`src/logic/usb_ep_pkg.sv`:
```
// Purpose: shared constants and types for the endpoint handshake engine
// Assumes: two endpoint pairs, small packet buffers, one clock domain
// Notes: buffer geometry is fixed; the engine state struct lives here too

// ---------------------------------------------------------------------
// constants
// ---------------------------------------------------------------------
package usb_ep_pkg;
    localparam int EPS = 2;
    localparam int EP_W = 1;
    localparam int IDX_W = 3;
    localparam int LEN_W = 4;
    localparam int ADDR_W = 5;
    localparam int BUF_WORDS = 32;
    // bytes held by one endpoint buffer
    localparam logic [LEN_W-1:0] BUF_BYTES = 4'h8;
    localparam logic [LEN_W-1:0] LEN_ONE = 4'h1;
    localparam logic DIR_IN = 1'b0;
    localparam logic DIR_OUT = 1'b1;
    localparam logic [7:0] BYTE_RST = 8'h00;

    // token codes from the packet decoder
    typedef enum logic [1:0] {
        TOK_NONE = 2'h0,
        TOK_IN = 2'h1,
        TOK_OUT = 2'h2,
        TOK_SETUP = 2'h3
    } tok_t;

    // one-hot engine states
    typedef enum logic [2:0] {
        ST_IDLE = 3'h1,
        ST_SEND = 3'h2,
        ST_RECV = 3'h4
    } eng_state_t;

    typedef struct packed {
        eng_state_t st;
        logic [EPS-1:0] in_busy;
        logic [EPS-1:0] in_tog;
        logic [EPS-1:0] out_busy;
        logic [EPS-1:0] in_int;
        logic [EPS-1:0] out_int;
        logic [EPS-1:0][LEN_W-1:0] in_len;
        logic [EPS-1:0][LEN_W-1:0] out_len;
        logic [EP_W-1:0] cur_ep;
        logic [LEN_W-1:0] idx;
        logic cur_acc;
        logic cur_quiet;
        logic cur_setup;
        logic setup_lock;
        logic in_pair_sel;
        logic tx_valid;
        logic tx_last;
        logic tx_empty;
        logic tx_tog;
        logic [7:0] tx_data;
        logic hs_valid;
        logic hs_ack;
        logic rst_seen;
        logic [7:0] fw_rdata;
        logic [LEN_W-1:0] fw_len;
        logic [LEN_W-1:0] fw_rd_idx;
    } eng_t;

    localparam eng_t ENG_RST = '{st: ST_IDLE, default: '0};

    // byte address of one buffer location
    function automatic logic [ADDR_W-1:0] buf_addr(input logic dir,
        input logic [EP_W-1:0] ep, input logic [IDX_W-1:0] idx);
        return {dir, ep, idx};
    endfunction
endpackage

```
`src/logic/ep_buffer.sv`:
```
// Purpose: packet storage for all IN and OUT endpoint buffers
// Assumes: firmware and engine never write the same byte in one cycle
// Notes: no debug or scan read path exists, only the two ports below

// ---------------------------------------------------------------------
// buffer storage
// ---------------------------------------------------------------------
module ep_buffer
    import usb_ep_pkg::*;
(
    // clock and reset
    input wire logic i_ref_clk,
    input wire logic i_rst_n,
    // firmware port
    input wire logic i_fw_we,
    input wire logic [ADDR_W-1:0] i_fw_addr,
    input wire logic [7:0] i_fw_wdata,
    output logic [7:0] o_fw_rdata,
    // engine port
    input wire logic i_eng_we,
    input wire logic [ADDR_W-1:0] i_eng_addr,
    input wire logic [7:0] i_eng_wdata,
    output logic [7:0] o_eng_rdata
);
    typedef struct packed {
        logic [BUF_WORDS-1:0][7:0] mem;
    } buf_t;

    buf_t q;
    buf_t nxt;

    // only the firmware and engine ports reach the bytes
    always_comb
    begin
        nxt = q;
        if (i_fw_we)
        begin
            nxt.mem[i_fw_addr] = i_fw_wdata;
        end
        if (i_eng_we)
        begin
            nxt.mem[i_eng_addr] = i_eng_wdata;
        end
    end

    always_ff @(posedge i_ref_clk or negedge i_rst_n)
    begin
        if (!i_rst_n)
        begin
            q <= '0;
        end
        else
        begin
            q <= nxt;
        end
    end

    // combinational reads, the engine registers what it uses
    assign o_fw_rdata = q.mem[i_fw_addr];
    assign o_eng_rdata = q.mem[i_eng_addr];
endmodule

```
`src/logic/usb_ep_engine.sv`:
```
// Purpose: endpoint buffer handshake part of the serial engine
// Assumes: token, receive and bus reset inputs come from same-clock logic
// Notes: stale busy, toggle and setup quirks are kept as real silicon does

// ---------------------------------------------------------------------
// engine
// ---------------------------------------------------------------------
module usb_ep_engine
    import usb_ep_pkg::*;
(
    // clock and reset
    input wire logic i_ref_clk,
    input wire logic i_rst_n,
    // token and receive stream from the packet decoder
    input wire logic i_tok_valid,
    input wire logic [1:0] i_tok_pid,
    input wire logic [EP_W-1:0] i_tok_ep,
    input wire logic i_rx_valid,
    input wire logic [7:0] i_rx_data,
    input wire logic i_rx_end,
    input wire logic i_bus_reset,
    // firmware side
    input wire logic [EP_W-1:0] i_fw_ep,
    input wire logic i_fw_wr,
    input wire logic [7:0] i_fw_wdata,
    input wire logic i_fw_arm,
    input wire logic i_fw_rd,
    input wire logic [EPS-1:0] i_fw_in_busy_clr,
    input wire logic [EPS-1:0] i_fw_out_busy_clr,
    input wire logic [EPS-1:0] i_fw_in_int_clr,
    input wire logic [EPS-1:0] i_fw_out_int_clr,
    input wire logic [EPS-1:0] i_fw_in_en,
    input wire logic i_fw_pair_en,
    input wire logic i_fw_reinit,
    // transmit stream and handshake
    output logic o_tx_valid,
    output logic [7:0] o_tx_data,
    output logic o_tx_last,
    output logic o_tx_empty,
    output logic o_tx_toggle,
    output logic o_hs_valid,
    output logic o_hs_ack,
    // status to firmware
    output logic [EPS-1:0] o_in_busy,
    output logic [EPS-1:0] o_out_busy,
    output logic [EPS-1:0] o_in_endpoint_interrupt,
    output logic [EPS-1:0] o_out_endpoint_interrupt,
    output logic o_bus_reset_flag,
    output logic [7:0] o_fw_rdata,
    output logic [LEN_W-1:0] o_fw_out_len
);
    eng_t q;
    eng_t nxt;
    logic [7:0] fw_rd_byte;
    logic [7:0] eng_rd_byte;
    logic [ADDR_W-1:0] fw_addr;
    logic [ADDR_W-1:0] eng_addr;
    logic eng_we;

    // buffer addressing; a firmware write beats a read in the same cycle
    assign fw_addr = i_fw_wr ?
        buf_addr(DIR_IN, i_fw_ep, q.in_len[i_fw_ep][IDX_W-1:0]) :
        buf_addr(DIR_OUT, i_fw_ep, q.fw_rd_idx[IDX_W-1:0]);
    assign eng_addr = buf_addr((q.st == ST_RECV), q.cur_ep, q.idx[IDX_W-1:0]);
    assign eng_we = (q.st == ST_RECV) && i_rx_valid && q.cur_acc &&
        (q.idx < BUF_BYTES);

    ep_buffer u_buf (
        .i_ref_clk(i_ref_clk),
        .i_rst_n(i_rst_n),
        .i_fw_we(i_fw_wr && (q.in_len[i_fw_ep] < BUF_BYTES)),
        .i_fw_addr(fw_addr),
        .i_fw_wdata(i_fw_wdata),
        .o_fw_rdata(fw_rd_byte),
        .i_eng_we(eng_we),
        .i_eng_addr(eng_addr),
        .i_eng_wdata(i_rx_data),
        .o_eng_rdata(eng_rd_byte)
    );

    // next state: firmware actions first so hardware sets win over clears, except reinit, which is applied last and wins
    always_comb
    begin
        logic [EP_W-1:0] tgt;
        logic last;
        tgt = '0;
        last = 1'b0;
        nxt = q;
        nxt.tx_valid = 1'b0;
        nxt.tx_last = 1'b0;
        nxt.tx_empty = 1'b0;
        nxt.hs_valid = 1'b0;
        nxt.hs_ack = 1'b0;
        nxt.fw_len = q.out_len[i_fw_ep];
        if (i_bus_reset)
        begin
            nxt.rst_seen = 1'b1;
        end
        if (i_fw_wr && (q.in_len[i_fw_ep] < BUF_BYTES))
        begin
            nxt.in_len[i_fw_ep] = q.in_len[i_fw_ep] + LEN_ONE;
        end
        else if (i_fw_rd)
        begin
            nxt.fw_rdata = fw_rd_byte;
            nxt.fw_rd_idx = q.fw_rd_idx + LEN_ONE;
        end
        if (i_fw_arm)
        begin
            nxt.in_busy[i_fw_ep] = 1'b1;
        end
        for (int e = 0; e < EPS; e++)
        begin
            // busy only drops when firmware says so, never after a send
            if (i_fw_in_busy_clr[e])
            begin
                nxt.in_busy[e] = 1'b0;
                nxt.in_len[e] = '0;
                if (i_fw_pair_en && (EP_W'(e) == q.in_pair_sel))
                begin
                    nxt.in_pair_sel = ~q.in_pair_sel;
                end
            end
            if (i_fw_out_busy_clr[e])
            begin
                nxt.out_busy[e] = 1'b0;
                nxt.fw_rd_idx = '0;
                if (e == 0)
                begin
                    nxt.setup_lock = 1'b0;
                end
            end
            if (!i_fw_in_en[e])
            begin
                nxt.in_tog[e] = 1'b0;
            end
            if (i_fw_in_int_clr[e])
            begin
                nxt.in_int[e] = 1'b0;
            end
            if (i_fw_out_int_clr[e])
            begin
                nxt.out_int[e] = 1'b0;
            end
        end
        case (q.st)
            ST_IDLE:
            begin
                if (i_tok_valid && (i_tok_pid == TOK_IN))
                begin
                    tgt = i_fw_pair_en ? q.in_pair_sel : i_tok_ep;
                    nxt.cur_ep = tgt;
                    nxt.idx = '0;
                    // stale busy resends the held packet
                    if (q.in_busy[tgt] && !i_fw_in_busy_clr[tgt] && i_fw_in_en[tgt])
                    begin
                        nxt.st = ST_SEND;
                    end
                    else
                    begin
                        nxt.hs_valid = 1'b1;
                    end
                end
                else if (i_tok_valid && (i_tok_pid != TOK_NONE))
                begin
                    // pairing fills the lowest free buffer, not the next in turn
                    tgt = i_fw_pair_en ? q.out_busy[0] : i_tok_ep;
                    nxt.cur_ep = tgt;
                    nxt.idx = '0;
                    nxt.st = ST_RECV;
                    nxt.cur_setup = (i_tok_pid == TOK_SETUP);
                    nxt.cur_quiet = (i_tok_pid == TOK_SETUP) && q.setup_lock;
                    nxt.cur_acc = (i_tok_pid == TOK_SETUP) ? !q.setup_lock :
                        !q.out_busy[tgt];
                end
            end
            ST_SEND:
            begin
                last = (q.in_len[q.cur_ep] == '0) ||
                    (q.idx == (q.in_len[q.cur_ep] - LEN_ONE));
                nxt.tx_valid = 1'b1;
                nxt.tx_data = eng_rd_byte;
                nxt.tx_tog = q.in_tog[q.cur_ep];
                nxt.tx_empty = (q.in_len[q.cur_ep] == '0);
                nxt.idx = q.idx + LEN_ONE;
                if (last)
                begin
                    nxt.tx_last = 1'b1;
                    nxt.st = ST_IDLE;
                    nxt.in_tog[q.cur_ep] = ~q.in_tog[q.cur_ep];
                    nxt.in_int[q.cur_ep] = 1'b1;
                end
            end
            ST_RECV:
            begin
                if (i_rx_valid && (q.idx < BUF_BYTES))
                begin
                    nxt.idx = q.idx + LEN_ONE;
                end
                if (i_rx_end)
                begin
                    nxt.st = ST_IDLE;
                    nxt.hs_valid = !q.cur_quiet;
                    nxt.hs_ack = q.cur_acc;
                    if (q.cur_acc)
                    begin
                        nxt.out_busy[q.cur_ep] = 1'b1;
                        nxt.out_len[q.cur_ep] = q.idx;
                        nxt.out_int[q.cur_ep] = 1'b1;
                        nxt.setup_lock = q.setup_lock | q.cur_setup;
                    end
                end
            end
            default:
            begin
                nxt.st = ST_IDLE;
            end
        endcase
        // reinit restores every engine default; buffer bytes are kept
        if (i_fw_reinit)
        begin
            nxt = ENG_RST;
        end
    end

    always_ff @(posedge i_ref_clk or negedge i_rst_n)
    begin
        if (!i_rst_n)
        begin
            q <= ENG_RST;
        end
        else
        begin
            q <= nxt;
        end
    end

    // ports straight from the state register
    assign o_tx_valid = q.tx_valid;
    assign o_tx_data = q.tx_data;
    assign o_tx_last = q.tx_last;
    assign o_tx_empty = q.tx_empty;
    assign o_tx_toggle = q.tx_tog;
    assign o_hs_valid = q.hs_valid;
    assign o_hs_ack = q.hs_ack;
    assign o_in_busy = q.in_busy;
    assign o_out_busy = q.out_busy;
    assign o_in_endpoint_interrupt = q.in_int;
    assign o_out_endpoint_interrupt = q.out_int;
    assign o_bus_reset_flag = q.rst_seen;
    assign o_fw_rdata = q.fw_rdata;
    assign o_fw_out_len = q.fw_len;

    logic send_end;
    assign send_end = (q.st == ST_SEND) && (nxt.st == ST_IDLE) && !i_fw_reinit;
endmodule

```
`config.mk`:
```
export PLATFORM = sky130hd
export DESIGN_NAME = usb_ep_engine
export DESIGN_NICKNAME = d
export VERILOG_FILES = /design/src/logic/usb_ep_pkg.sv /design/src/logic/ep_buffer.sv /design/src/logic/usb_ep_engine.sv
export SDC_FILE = /design/constraint.sdc
export NUM_CORES = 1
export LEC_CHECK = 0
export BUFFER_PORTS_ARGS = -buffer_cell sky130_fd_sc_hd__buf_4
export CAP_MARGIN = 10
export CORE_MARGIN = 2
export CORE_UTILIZATION = 35
export DETAILED_ROUTE_END_ITERATION = 7
export GPL_TIMING_DRIVEN = 1
export PLACE_DENSITY_LB_ADDON = 0.2
export REMOVE_ABC_BUFFERS = 1
export SLEW_MARGIN = 15
export SYNTH_ARGS = -nofsm -noshare
export SYNTH_HDL_FRONTEND = slang
export SYNTH_SLANG_ARGS = --single-unit
```
`constraint.sdc`:
```
create_clock -name i_ref_clk -period 4 [get_ports i_ref_clk]
set_input_delay 0.8 -clock i_ref_clk [delete_from_list [all_inputs] [get_ports i_ref_clk]]
set_output_delay 0.8 -clock i_ref_clk [all_outputs]
set_load 0.01 [all_outputs]
```
# Word-level counts from Yosys, hierarchy flattened
# Cells that the tools add are included.
# Widths: inputs -> output; s select.
dict set report classes {
  eq_ne 14
  n_bitwise 7
  order_cmp 12
  reduce_logical 45
  addsub 4
  muxes 106
}
# cell n
set ops {}
lappend ops {{$bwmux 256} 2}
lappend ops {{$mux 256} 2}
lappend ops {{$mux 8} 11}
lappend ops {{$bmux 8 s5} 2}
lappend ops {{$demux 8 s5} 2}
lappend ops {{$mux 70} 1}
lappend ops {{$mux 4} 15}
lappend ops {{$mux 1} 39}
lappend ops {{$mux 2} 12}
lappend ops {{$mux 3} 7}
lappend ops {{$reduce_bool 2->1} 9}
lappend ops {{$bwmux 8} 2}
lappend ops {{$logic_and 1x1->1} 16}
lappend ops {{$reduce_bool 3->1} 5}
lappend ops {{$add 4x1->4 const B} 3}
lappend ops {{$lt 5x6->1 const B} 2}
lappend ops {{$mux 12} 1}
lappend ops {{$ne 4x4->1 const B} 3}
lappend ops {{$pmux 4 s3} 1}
lappend ops {{$ge 5x1->1 const B} 2}
lappend ops {{$mux 5} 2}
lappend ops {{$ne 3x3->1 const B} 3}
lappend ops {{$pmux 3 s3} 1}
lappend ops {{$reduce_and 3->1} 3}
lappend ops {{other kinds (24)} 42}
dict set report totals {
  word_cells 249
  out_inout_bits 35
  ff_bits 326
}

# Longest topological paths before layout
# Gate-level depths: netlist of the first run.
dict set report depth {
  depth_word 11
  ltp_mapped 12
  mapped_depth_nobuf 8
}

# Hierarchy
# Synthesis of the first run repeated with hierarchy kept, for this count alone.
dict set report unflattened {
  cells_unflattened 2100
  area_unflattened_um2 20100.5
}
# mod cells_per_inst area_each_um2 seq_area_each_um2 n_inst
set modules_own_cells {}
lappend modules_own_cells {ep_buffer 1738 16564.6 6406.1 1}
lappend modules_own_cells {usb_ep_engine 362 3535.9 1727.9 1}

# Worst setup path after synthesis of the first run
# Ideal clock, no wire load.
dict set report synth_path {
  kind {input to register}
  start {input port i_fw_ep}
  end {register q (netlist bit o_fw_rdata[2])}
  setup_time_ps 122
  arrival_ps 2653
  path_buffers 2
  path_slack_ps 1226
  cell_stages 9
  cell_sequence {buf_6 > mux2i_4 > a21o_1 > buf_6 > mux2_2 > o21ai_0 > a31oi_1 > or4_1 > a32o_1}
}
dict set report synth_via {
  elab_chain_len 8
  word_cells_on_any_way 12
  cone_classes {order compare (1); eq/ne (1); mux (8); reduce/logical (2)}
}
# element line
set synth_rtl {}
lappend synth_rtl {{start: declaration} usb_ep_engine.sv:23} ;# input wire logic [EP_W-1:0] i_fw_ep,
lappend synth_rtl {{$mux 4 (not written as such) (2 in a row)} usb_ep_engine.sv:99} ;# if (i_fw_wr && (q.in_len[i_fw_ep] < BUF_BYTES))
lappend synth_rtl {{$mux 5} usb_ep_engine.sv:61} ;# assign fw_addr = i_fw_wr ?
lappend synth_rtl {{$bmux 8 s5} ep_buffer.sv:59} ;# assign o_fw_rdata = q.mem[i_fw_addr];
lappend synth_rtl {{$mux 8 (not written as such)} ep_buffer.sv:59}
lappend synth_rtl {{$mux 8} usb_ep_engine.sv:103} ;# else if (i_fw_rd)
lappend synth_rtl {{$mux 8} usb_ep_engine.sv:99}
lappend synth_rtl {{$mux 70} usb_ep_engine.sv:220} ;# if (i_fw_reinit)
lappend synth_rtl {{end signal: assignment} usb_ep_engine.sv:234} ;# q <= nxt;
lappend synth_rtl {{end: declaration} usb_ep_engine.sv:52} ;# eng_t q;
# Parallel ways exist; a longest one is shown, timed or not. The select of a mux whose other input is x is not followed.
# A chain may end at the register's enable or synchronous reset.

# Final worst setup path of the first run
dict set report layout_path {
  start {register q[53] (netlist bit)}
  end {register q (netlist bit o_fw_rdata[0])}
}
dict set report layout_via {
  elab_chain_len 8
  word_cells_on_any_way 12
  cone_classes {order compare (1); eq/ne (1); mux (8); reduce/logical (2)}
}
# element line
set layout_rtl {}
lappend layout_rtl {{$mux 4 (not written as such) * (2 in a row)} usb_ep_engine.sv:99}
lappend layout_rtl {{$mux 5} usb_ep_engine.sv:61}
lappend layout_rtl {{$bmux 8 s5} ep_buffer.sv:59}
lappend layout_rtl {{$mux 8 (not written as such)} ep_buffer.sv:59}
lappend layout_rtl {{$mux 8} usb_ep_engine.sv:103}
lappend layout_rtl {{$mux 8} usb_ep_engine.sv:99}
lappend layout_rtl {{$mux 70} usb_ep_engine.sv:220}
# Every way passes the cells marked *; elsewhere a longest branch is shown, timed or not. The select of a mux whose other input is x is not followed.

==> results.py, run 1 <==
metrics = {
    "cts": {
        "clock_sinks": 325,
        "clkSlewWorstSetupHoldPaths_ns": 0.06,
        "cts_buffers": 38,
        "postCtsHoldBufs": 0,
        "clockBufferDepth": 3,
        "cts.repair.resized": 0,
        "postCtsSetupBuffers": 0,
        "cts_tree": "done",
        "insertion_delay_ns": 0.57,
        "cts-root-buf": "clkbuf_16",
        "htreeDepth": 2,
    },
    "die": {
        "coreArea_um2": 48500,
        "die_area_um2": 50700,
        "die_width_um": 225,
        "start_util_pct": 35.2,
        "die_h_um": 225,
        "rows": 81,
        "io_pins": 76,
    },
    "power": {
        "ir_drop_mv": 0.234,
        "p_switching_uw": 2120,
        "power_density_nw_per_um2": 428,
        "clockPowerShare_pct": 46.8,
        "leakagePower_uw": 0.00871,
        "combPwrFrac_pct": 10.6,
        "internal_power_uw": 6350,
        "seq_power_share_pct": 42.6,
        "swShare_pct": 25.0,
        "finalPower_uw": 8470,
    },
    "synth": {
        "synth-edff-count": 0,
        "synthAdderAreaFrac_pct": 0.585,
        "ys_warn_count": 0,
        "async_flop_share_pct": 100,
        "yosysSeqAreaShare_pct": 47.5,
        "synth_top_family_by_area": "multiplexers",
        "yosys.area.top_type_share_pct": 47.4,
        "synth_xor_area_share_pct": 0.614,
        "avgSynthCellArea_um2": 11.9,
        "yosysMostFrequentCell": "dfrtp_1",
        "ys.flop_type": "dfrtp_1",
        "yosysTopAreaCell": "dfrtp_1",
        "synth_cell_types": 67,
        "synth_compound_area_share_pct": 8.27,
        "synth_area_leaders": "dfrtp_1 47%, mux2_2 18%, mux4_2 9.0%",
        "synthMuxAreaShare_pct": 29.5,
        "ys_seq_elements": 325,
        "synth_common_cells": "324 x dfrtp_1, 270 x mux2_2, 147 x nand2_1",
        "synth-simple-area-share_pct": 9.50,
        "syn_inst": 1434,
        "syn_area_um2": 17100,
    },
    "global_route": {
        "grt_max_degree": 92,
        "grt_pass1_vias": 12419,
        "grt_usage_pct": 22.4,
        "grt_pass1_wl_um": 83700,
        "antenna_found_initial": 1,
        "gr-total-overflow": 0,
    },
    "timing": {
        "fin_crit_ns": 3.13,
        "rsz0062_at_grt": "false",
        "tightest_slew_ns": 0.993,
        "fmax_ghz": 0.319,
        "hold_violations": 0,
        "worst_slack_ns": 0.868,
        "slew_viol_final": 0,
        "final-setup-viol-count": 0,
        "slew_headroom_pct": 33.6,
        "fin_crit_sh_pct": 78.3,
        "fin_worst_skew_ns": 0.0240,
        "hold_slack_ns": 0.210,
    },
    "finish": {
        "syn2layout_area_growth_pct": 15.6,
        "register_area_um2": 8140,
        "multi_input_area_um2": 8310,
        "drive_gt1_share_pct": 37.4,
        "n_fill_cell": 4556,
        "final_core_util_pct": 40.7,
        "nets": 1538,
    },
    "route": {
        "vias": 12358,
        "drcViolationCount": 0,
        "drtAntennaViolNets": 0,
        "drtIter0Drc": 982,
        "wl_um": 55300,
        "drt_pre_antenna_iters": 5,
        "wl_per_cell_um": 25.9,
        "via_per_inst": 5.77,
    },
    "flow_run": {
        "maxCapViolCount": 0,
    },
    "setup_path": {
        "required_ns": 4.44,
        "reg2reg_slack_ns": 0.87,
        "startpoint_type": "register",
        "worstRegToRegCells": 7,
        "r2r_end": "o_fw_rdata[0]$_DFFE_PN0P_",
        "path_max_fanout": 23,
        "critical_path_arrival_ns": 3.57,
        "rr_startpoint": "q[53]$_DFFE_PN0P_",
        "crit_type": "register to register",
        "crit_path_end_kind": "register",
    },
    "place": {
        "gp_congestion": 0.855,
        "numPortBuffers": 75,
        "place_ws_ns": 0.335,
        "place_hpwl_um": 38500,
    },
    "outcome": {
        "status": "finished, final reports clean",
    },
    "hold_path": {
        "min_path_type": "input port to asynchronous set/reset pin",
    },
}
## area by class of cell
class,instances,share of cell area (%)
multi-input cells,978,42.0
flip-flops and latches,325,41.2
clock buffers,55,5.81
repair buffers,132,5.43
well taps,622,3.94
clock inverters,13,1.37
inverters,14,0.266
diodes,1,0.0127
## cells in the final DEF (no fill, tap or decap), drive strengths merged, types with 5 or more instances in the layout
cell type  Yosys  routed
xnor2          8       8
mux4          68      68
nand2        148     148
a31oi          8       8
o211ai         9       9
o221ai        11      11
nand2b        12      12
mux2i         46      46
a21o           6       6
o22ai          5       5
a221oi        10      10
nand3         20      20
buf           67     132
a21oi         76      76
mux2         270     270
ha             8       8
clkbuf        50      55
a22oi         11      11
and2           5       5
nor2         103     103
inv           14      14
bufinv         0       8
nor4           7       7
a211oi        15      15
dfrtp        324     324
o21ai         37      37
nor3          34      34
## metrics by stage
| step | instance area [um^2] | TNS (ns) | std cells |
|---|---|---|---|
| after global placement | 18400 | 0 | 2071 |
| after detailed placement | 18400 | 0 | 2071 |
| final | 19800 | 0 | 2140 |
| after CTS | 19800 | 0 | 2139 |
| after floorplan | 16500 | -0.0269 | 1317 |
| after global routing | 19800 | 0 | 2139 |
## routing by layer
metal  GRT usage [%]  part of all wire (%)
met4            7.95                   3.0
met2            35.2                    47
met3            4.25                   6.5
met5               0                     0
met1            30.9                    44
## cells by family after synthesis
kind of cell               Yosys count
muxes                              384
AOI/OAI and AO/OA                  216
DFF                                325
and+or+nand+nor                    358
adders and majority gates            8
xor gates and xnor gates            12
buffers and inverters              131
## state kept, by name, indices dropped and copies added (netlist names)
| register | cells |
|---|---|
| o_bus_reset_flag | 1 |
| o_tx_valid | 1 |
| o_in_busy | 2 |
| q | 30 |
| o_out_endpoint_interrupt | 2 |
| o_tx_empty | 1 |
| o_fw_out_len | 4 |
| eng_addr | 4 |
| o_out_busy | 2 |
| o_fw_rdata | 8 |
| o_tx_data | 8 |
| u_buf.q | 256 |
| o_hs_ack | 1 |
| o_tx_last | 1 |
| o_in_endpoint_interrupt | 2 |
| o_hs_valid | 1 |
| o_tx_toggle | 1 |
## critical path, stage by stage (launching register included)
cell      delay [ns]
dfrtp_1         0.50
mux2i_4         0.18
a21oi_4         0.75
nand2_1         0.54
o221ai_1        0.34
a21oi_1         0.09
o41ai_1         0.50
o21ai_1         0.11
## power groups by stage
stage | registers [uW] | clock network, uW | logic, uW
2_1_floorplan | 3610 | 0 | 472
3_3_place_gp | 3660 | 0 | 884
3_5_place_dp | 3660 | 0 | 893
4_1_cts | 3610 | 4040 | 895
5_1_grt | 3630 | 4170 | 972
6_report | 3610 | 3960 | 895
## worst max-delay path by stage
stage | start | endpoint | slack (ns) | cells after the start
3_3_place_gp | i_fw_ep | o_fw_rdata[0]$_DFFE_PN0P_ | 0.37 | 8
4_1_cts | q[53]$_DFFE_PN0P_ | o_fw_rdata[0]$_DFFE_PN0P_ | 0.92 | 7
5_1_grt | q[53]$_DFFE_PN0P_ | o_fw_rdata[0]$_DFFE_PN0P_ | 0.78 | 7
6_report | q[53]$_DFFE_PN0P_ | o_fw_rdata[0]$_DFFE_PN0P_ | 0.87 | 7
3_5_place_dp | i_fw_ep | o_fw_rdata[0]$_DFFE_PN0P_ | 0.33 | 8
2_1_floorplan | i_fw_ep | o_fw_rdata[2]$_DFFE_PN0P_ | -0.03 | 7
Note: power is estimated with default switching activity, not from simulation.
==> inputs of run 2 (changes only) <==
- clock period: 4 -> 3.3 ns (I/O delays scaled with it)
==> run 2 against run 1 <==
Global-route usage barely moved. Fmax rose by 11%. First-iteration DRC count rose by 7.5%. Die area did not move. Cell area rose by 0.42%. Critical endpoint is now o_fw_rdata[5]$_DFFE_PN0P_. Highest routed layer is now met5. Worst hold slack got worse by 0.082 ns. Clock power rose by 2%. Final cell count rose by 2.1%. Critical path depth rose by 1.
==> results.py, run 2 (synthesis gave the netlist of run 1 again) <==
metrics = {
    "global_route": {
        "use_met3_pct": 4.52,
        "grt_max_degree": 78,
        "met1_usage_pct": 29.8,
        "grt_pass1_wl_um": 84000,
        "antenna_found_initial": 2,
        "grt_use_met2_pct": 36.1,
        "grt_busiest_layer": "met2",
        "grt_usage_pct": 22.4,
        "gr-total-overflow": 0,
        "grt_pass1_vias": 12733,
    },
    "place": {
        "place_hpwl_um": 40300,
        "gp_congestion": 0.889,
        "numPortBuffers": 75,
        "post_dp_cell_area_um2": 18700,
    },
    "cts": {
        "postCtsSetupBuffers": 0,
        "insertion_delay_ns": 0.56,
        "htreeDepth": 2,
        "clock_sinks": 325,
        "cts.repair.resized": 0,
        "clkSlewWorstSetupHoldPaths_ns": 0.06,
        "cts_tree": "done",
        "cts_buffers": 39,
        "cts-root-buf": "clkbuf_16",
        "postCtsHoldBufs": 0,
        "clockBufferDepth": 3,
    },
    "outcome": {
        "status": "finished, final reports clean",
    },
    "setup_path": {
        "critical-path-slowest-cell": "a2111oi_0",
        "required_ns": 3.71,
        "slowest_delay_ns": 0.77,
        "startpoint_type": "register",
        "crit_path_start": "q[51]$_DFFE_PN0P_",
        "worst-path-buf-inv": 2,
        "path_max_fanout": 17,
        "critical_path_arrival_ns": 3.21,
        "crit_chain": "buf_4, mux2i_1, a21oi_2, buf_4, mux2i_1, a32oi_1, a2111oi_0, o31ai_1",
        "rr_startpoint": "q[51]$_DFFE_PN0P_",
        "cpLargestDelayFamily": "compound AO/OA/AOI/OAI gates",
        "crit_type": "register to register",
        "crit_path_end_kind": "register",
    },
    "timing": {
        "fin_worst_skew_ns": 0.0169,
        "final-setup-viol-count": 0,
        "slew_viol_final": 0,
        "fin_crit_sh_pct": 85.1,
        "rsz0062_at_grt": "false",
        "final.setup.tns_ns": 0,
        "fin_crit_ns": 2.81,
        "hold_slack_ns": 0.128,
        "fmax_ghz": 0.356,
        "tightest_slew_ns": 0.847,
        "hold_violations": 0,
        "slew_headroom_pct": 42.1,
    },
    "route": {
        "vias": 12544,
        "via_per_inst": 5.74,
        "drtAntennaViolNets": 0,
        "wl_um": 56100,
        "wl_per_cell_um": 25.7,
        "drt_pre_antenna_iters": 5,
        "drcViolationCount": 0,
        "drtIter0Drc": 1056,
    },
    "power": {
        "ir_drop_mv": 0.273,
        "swShare_pct": 26.5,
        "power_density_nw_per_um2": 479,
        "combPwrFrac_pct": 11.5,
        "internal_power_uw": 6990,
        "leakagePower_uw": 0.00880,
        "finalPower_uw": 9510,
        "clockPowerShare_pct": 42.4,
        "p_switching_uw": 2520,
        "seq_power_share_pct": 46.1,
    },
    "finish": {
        "largestRegisters": "u_buf.q (256), q (30)",
        "stdcell_area_um2": 19900,
        "drive_gt1_share_pct": 38.6,
        "largest-register": "u_buf.q",
        "syn2layout_area_growth_pct": 16.1,
        "final_common_cell": "dfrtp_1",
        "largest_register_ffs": 256,
        "nets": 1581,
        "mostFrequentLayoutCells": "322 x dfrtp_1, 270 x mux2_2, 166 x buf_4, 147 x nand2_1, 86 x nor2_1",
    },
    "die": {
        "die_h_um": 225,
        "die_width_um": 225,
        "die_area_um2": 50700,
        "io_pins": 76,
        "start_util_pct": 35.2,
        "rows": 81,
        "coreArea_um2": 48500,
    },
    "hold_path": {
        "min_path_type": "input port to asynchronous set/reset pin",
    },
    "flow_run": {
        "maxCapViolCount": 0,
    },
}
run 2: cell count changes in the layout (fill, tap and decap cells not counted), sizes merged:
cell / previous run / this run
bufinv: 8 / 0
buf: 132 / 174
clkinv: 3 / 5
inv: 14 / 17
clkbuf: 55 / 61
run 2: power groups by stage:
| stage | clock [uW] | combinational [uW] | sequential (uW) |
|---|---|---|---|
| final | 4030 | 1090 | 4380 |
| after floorplan | 0 | 572 | 4380 |
| after global placement | 0 | 1080 | 4450 |
| after CTS | 4130 | 1100 | 4380 |
| after detailed placement | 0 | 1090 | 4450 |
| after global routing | 4310 | 1180 | 4400 |
run 2: final cells by class:
type	count	area, um^2
fillers	4630	28700
multi-input cells	978	8310
flip-flops and latches	325	8140
repair buffers	174	1400
clock buffers	61	1110
well taps	622	778
clock inverters	10	66.3
inverters	14	52.6
diodes	1	2.50
run 2: metal layers:
| metal | routed length (um) | up-vias |
|---|---|---|
| li1 | - | 5453 |
| met1 | 24200 | 6538 |
| met2 | 26300 | 447 |
| met3 | 3720 | 102 |
| met4 | 1870 | 4 |
| met5 | 24 | - |
run 2: path summary, 6_finish.rpt:
kind | endpoint | slack [ns] | cells after the start
hold / removal | o_out_busy[0]$_DFF_PN0_ | 0.13 | 1
max in group asynchronous | o_fw_rdata[2]$_DFFE_PN0P_ | 2.34 | 2
hold reg to reg | o_bus_reset_flag$_DFFE_PN0P_ | 0.50 | 2
setup / recovery | o_fw_rdata[5]$_DFFE_PN0P_ | 0.49 | 8
min in group i_ref_clk | o_in_endpoint_interrupt[0]$_DFF_PN0_ | 0.29 | 2
setup reg to reg | o_fw_rdata[5]$_DFFE_PN0P_ | 0.49 | 8
run 2: stage by stage:
step / utilization (%) / std cells / setup slack (ns)
final: 40.9 / 2185 / 0.491
after CTS: 40.9 / 2184 / 0.522
after global routing: 40.9 / 2184 / 0.344
after detailed placement: 38.5 / 2113 / 0.0597
after global placement: 38.5 / 2113 / 0.120
after floorplan: - / 1317 / -0.587
==> inputs of run 3 (changes only) <==
- PLACE_DENSITY: unset -> 0.51
- PLACE_DENSITY_LB_ADDON: 0.2 -> unset
==> run 3 against run 2 <==
Wire length is 1.2% lower. Clock power is 14% higher. Cell area is 1.1% higher. Final cell count hardly changed. Worst hold slack worse by 0.060 ns. Sequential share of layout area is 0.45 points lower. Register-to-register slack worse by 0.11 ns. Via count is 0.97% lower. Die area stayed put. Combinational power hardly changed. Setup slack worse by 0.11 ns. Critical path depth stayed put. Critical endpoint is now o_fw_rdata[3]$_DFFE_PN0P_. Largest power group is now clock.
==> results.py, run 3 (synthesis gave the netlist of run 1 again) <==
metrics = {
    "cts": {
        "clkSlewWorstSetupHoldPaths_ns": 0.06,
        "clockBufferDepth": 3,
        "htreeDepth": 2,
        "clock_sinks": 325,
        "postCtsHoldBufs": 0,
        "cts.repair.resized": 0,
        "cts-root-buf": "clkbuf_16",
        "cts_tree": "done",
        "insertion_delay_ns": 0.56,
        "cts_buffers": 39,
        "postCtsSetupBuffers": 0,
    },
    "setup_path": {
        "crit_type": "register to register",
        "critical_path_arrival_ns": 3.33,
        "crit_chain": "mux2i_4, a21oi_4, nand2_1, buf_4, o221ai_1, a21oi_1, nor4_1, o31ai_1",
        "slowest_delay_ns": 0.61,
        "required_ns": 3.71,
        "r2r_end": "o_fw_rdata[3]$_DFFE_PN0P_",
        "rr_startpoint": "q[53]$_DFFE_PN0P_",
        "worst-path-buf-inv": 1,
        "critical-path-slowest-cell": "nor4_1",
        "crit_path_end_kind": "register",
        "startpoint_type": "register",
        "reg2reg_slack_ns": 0.38,
        "cpLargestDelayFamily": "compound AO/OA/AOI/OAI gates",
        "path_max_fanout": 13,
        "worstRegToRegCells": 8,
    },
    "timing": {
        "final.setup.tns_ns": 0,
        "hold_slack_ns": 0.0681,
        "slew_headroom_pct": 51.1,
        "fmax_ghz": 0.342,
        "final-setup-viol-count": 0,
        "slew_viol_final": 0,
        "rsz0062_at_grt": "false",
        "tightest_slew_ns": 0.733,
        "fin_worst_skew_ns": 0.0126,
        "fin_crit_sh_pct": 88.5,
        "fin_crit_ns": 2.92,
        "hold_violations": 0,
    },
    "route": {
        "wl_met2_um": 26400,
        "wl_met3_um": 3000,
        "vias": 12422,
        "drtAntennaViolNets": 0,
        "drt_pre_antenna_iters": 5,
        "via_per_inst": 5.69,
        "wl_per_cell_um": 25.4,
        "met1_length_um": 24600,
        "top_layer_used": "met4",
        "drcViolationCount": 0,
        "drtIter0Drc": 1036,
        "wl_um": 55400,
    },
    "power": {
        "finalPower_uw": 10100,
        "ir_drop_mv": 0.286,
        "power_density_nw_per_um2": 502,
        "leakagePower_uw": 0.00893,
    },
    "die": {
        "rows": 81,
        "die_area_um2": 50700,
        "coreArea_um2": 48500,
        "die_h_um": 225,
        "start_util_pct": 35.2,
        "io_pins": 76,
        "die_width_um": 225,
    },
    "place": {
        "dp.cells": 2116,
        "numPortBuffers": 75,
        "place_hpwl_um": 39000,
        "post_dp_cell_area_um2": 18700,
        "gp_congestion": 0.875,
    },
    "finish": {
        "mostFrequentLayoutCells": "322 x dfrtp_1, 270 x mux2_2, 167 x buf_4, 147 x nand2_1, 86 x nor2_1",
        "syn2layout_area_growth_pct": 17.4,
        "nets": 1584,
        "fin_cells": 2184,
        "final_common_cell": "dfrtp_1",
        "largestRegisters": "u_buf.q (256), q (30)",
        "largest-register": "u_buf.q",
        "stdcell_area_um2": 20100,
        "drive_gt1_share_pct": 39.4,
        "antenna_cells": 0,
        "largest_register_ffs": 256,
    },
    "flow_run": {
        "maxCapViolCount": 0,
    },
    "global_route": {
        "antenna_found_initial": 1,
        "grt_pass1_vias": 12605,
        "gr-total-overflow": 0,
        "grt_max_degree": 76,
        "grt_usage_pct": 22.2,
        "grt_pass1_wl_um": 84100,
    },
    "hold_path": {
        "min_path_type": "input port to asynchronous set/reset pin",
    },
    "outcome": {
        "status": "finished, final reports clean",
    },
}
## run 3: changes by cell type in the layout (fill, tap and decap cells not counted), sizes merged
cell / before / now
clkbuf: 61 / 51
clkinvlp: 2 / 1
bufinv: 0 / 6
clkinv: 5 / 10
buf: 174 / 177
inv: 17 / 14
diode: 1 / 0
## run 3: power breakdown
| group | total (uW) | leakage, uW | switching (uW) | internal, uW |
|---|---|---|---|---|
| registers | 4380 | 0.00441 | 186 | 4190 |
| logic | 1110 | 0.00384 | 624 | 485 |
| clock network | 4590 | 0.000671 | 1750 | 2840 |
| total | 10100 | 0.00893 | 2560 | 7510 |
## run 3: area by class of cell
type | count | area, um^2
fill | 4576 | 28500
multi-input combinational | 978 | 8310
sequential | 325 | 8140
timing repair buffer | 177 | 1450
clock buffer | 51 | 1110
tap | 622 | 778
clock inverter | 17 | 238
inverter | 14 | 52.6
## run 3: how the worst max path moves through the flow
| stage | slack (ns) | cells after the start | endpoint | start |
|---|---|---|---|---|
| final | 0.38 | 8 | o_fw_rdata[3]$_DFFE_PN0P_ | q[53]$_DFFE_PN0P_ |
| after global routing | 0.28 | 6 | o_fw_rdata[5]$_DFFE_PN0P_ | q[53]$_DFFE_PN0P_ |
| after CTS | 0.45 | 6 | o_fw_rdata[5]$_DFFE_PN0P_ | q[53]$_DFFE_PN0P_ |
| after detailed placement | 0.07 | 7 | o_fw_rdata[5]$_DFFE_PN0P_ | i_fw_ep |
| after global placement | 0.11 | 9 | o_fw_rdata[3]$_DFFE_PN0P_ | i_fw_ep |
| after floorplan | -0.59 | 7 | o_fw_rdata[2]$_DFFE_PN0P_ | i_fw_ep |
## run 3: through the flow
step	setup slack, ns	utilization [%]
2_1_floorplan	-0.587	-
3_3_place_gp	0.107	38.6
3_5_place_dp	0.0696	38.6
4_1_cts	0.449	41.4
5_1_grt	0.277	41.4
6_report	0.380	41.4
## run 3: routing by layer
| metal | vias to the layer above | GRT usage (%) |
|---|---|---|
| li1 | 5441 | - |
| met1 | 6507 | 30.8 |
| met2 | 397 | 36.1 |
| met3 | 77 | 3.02 |
| met4 | 0 | 6.67 |
| met5 | - | 0 |
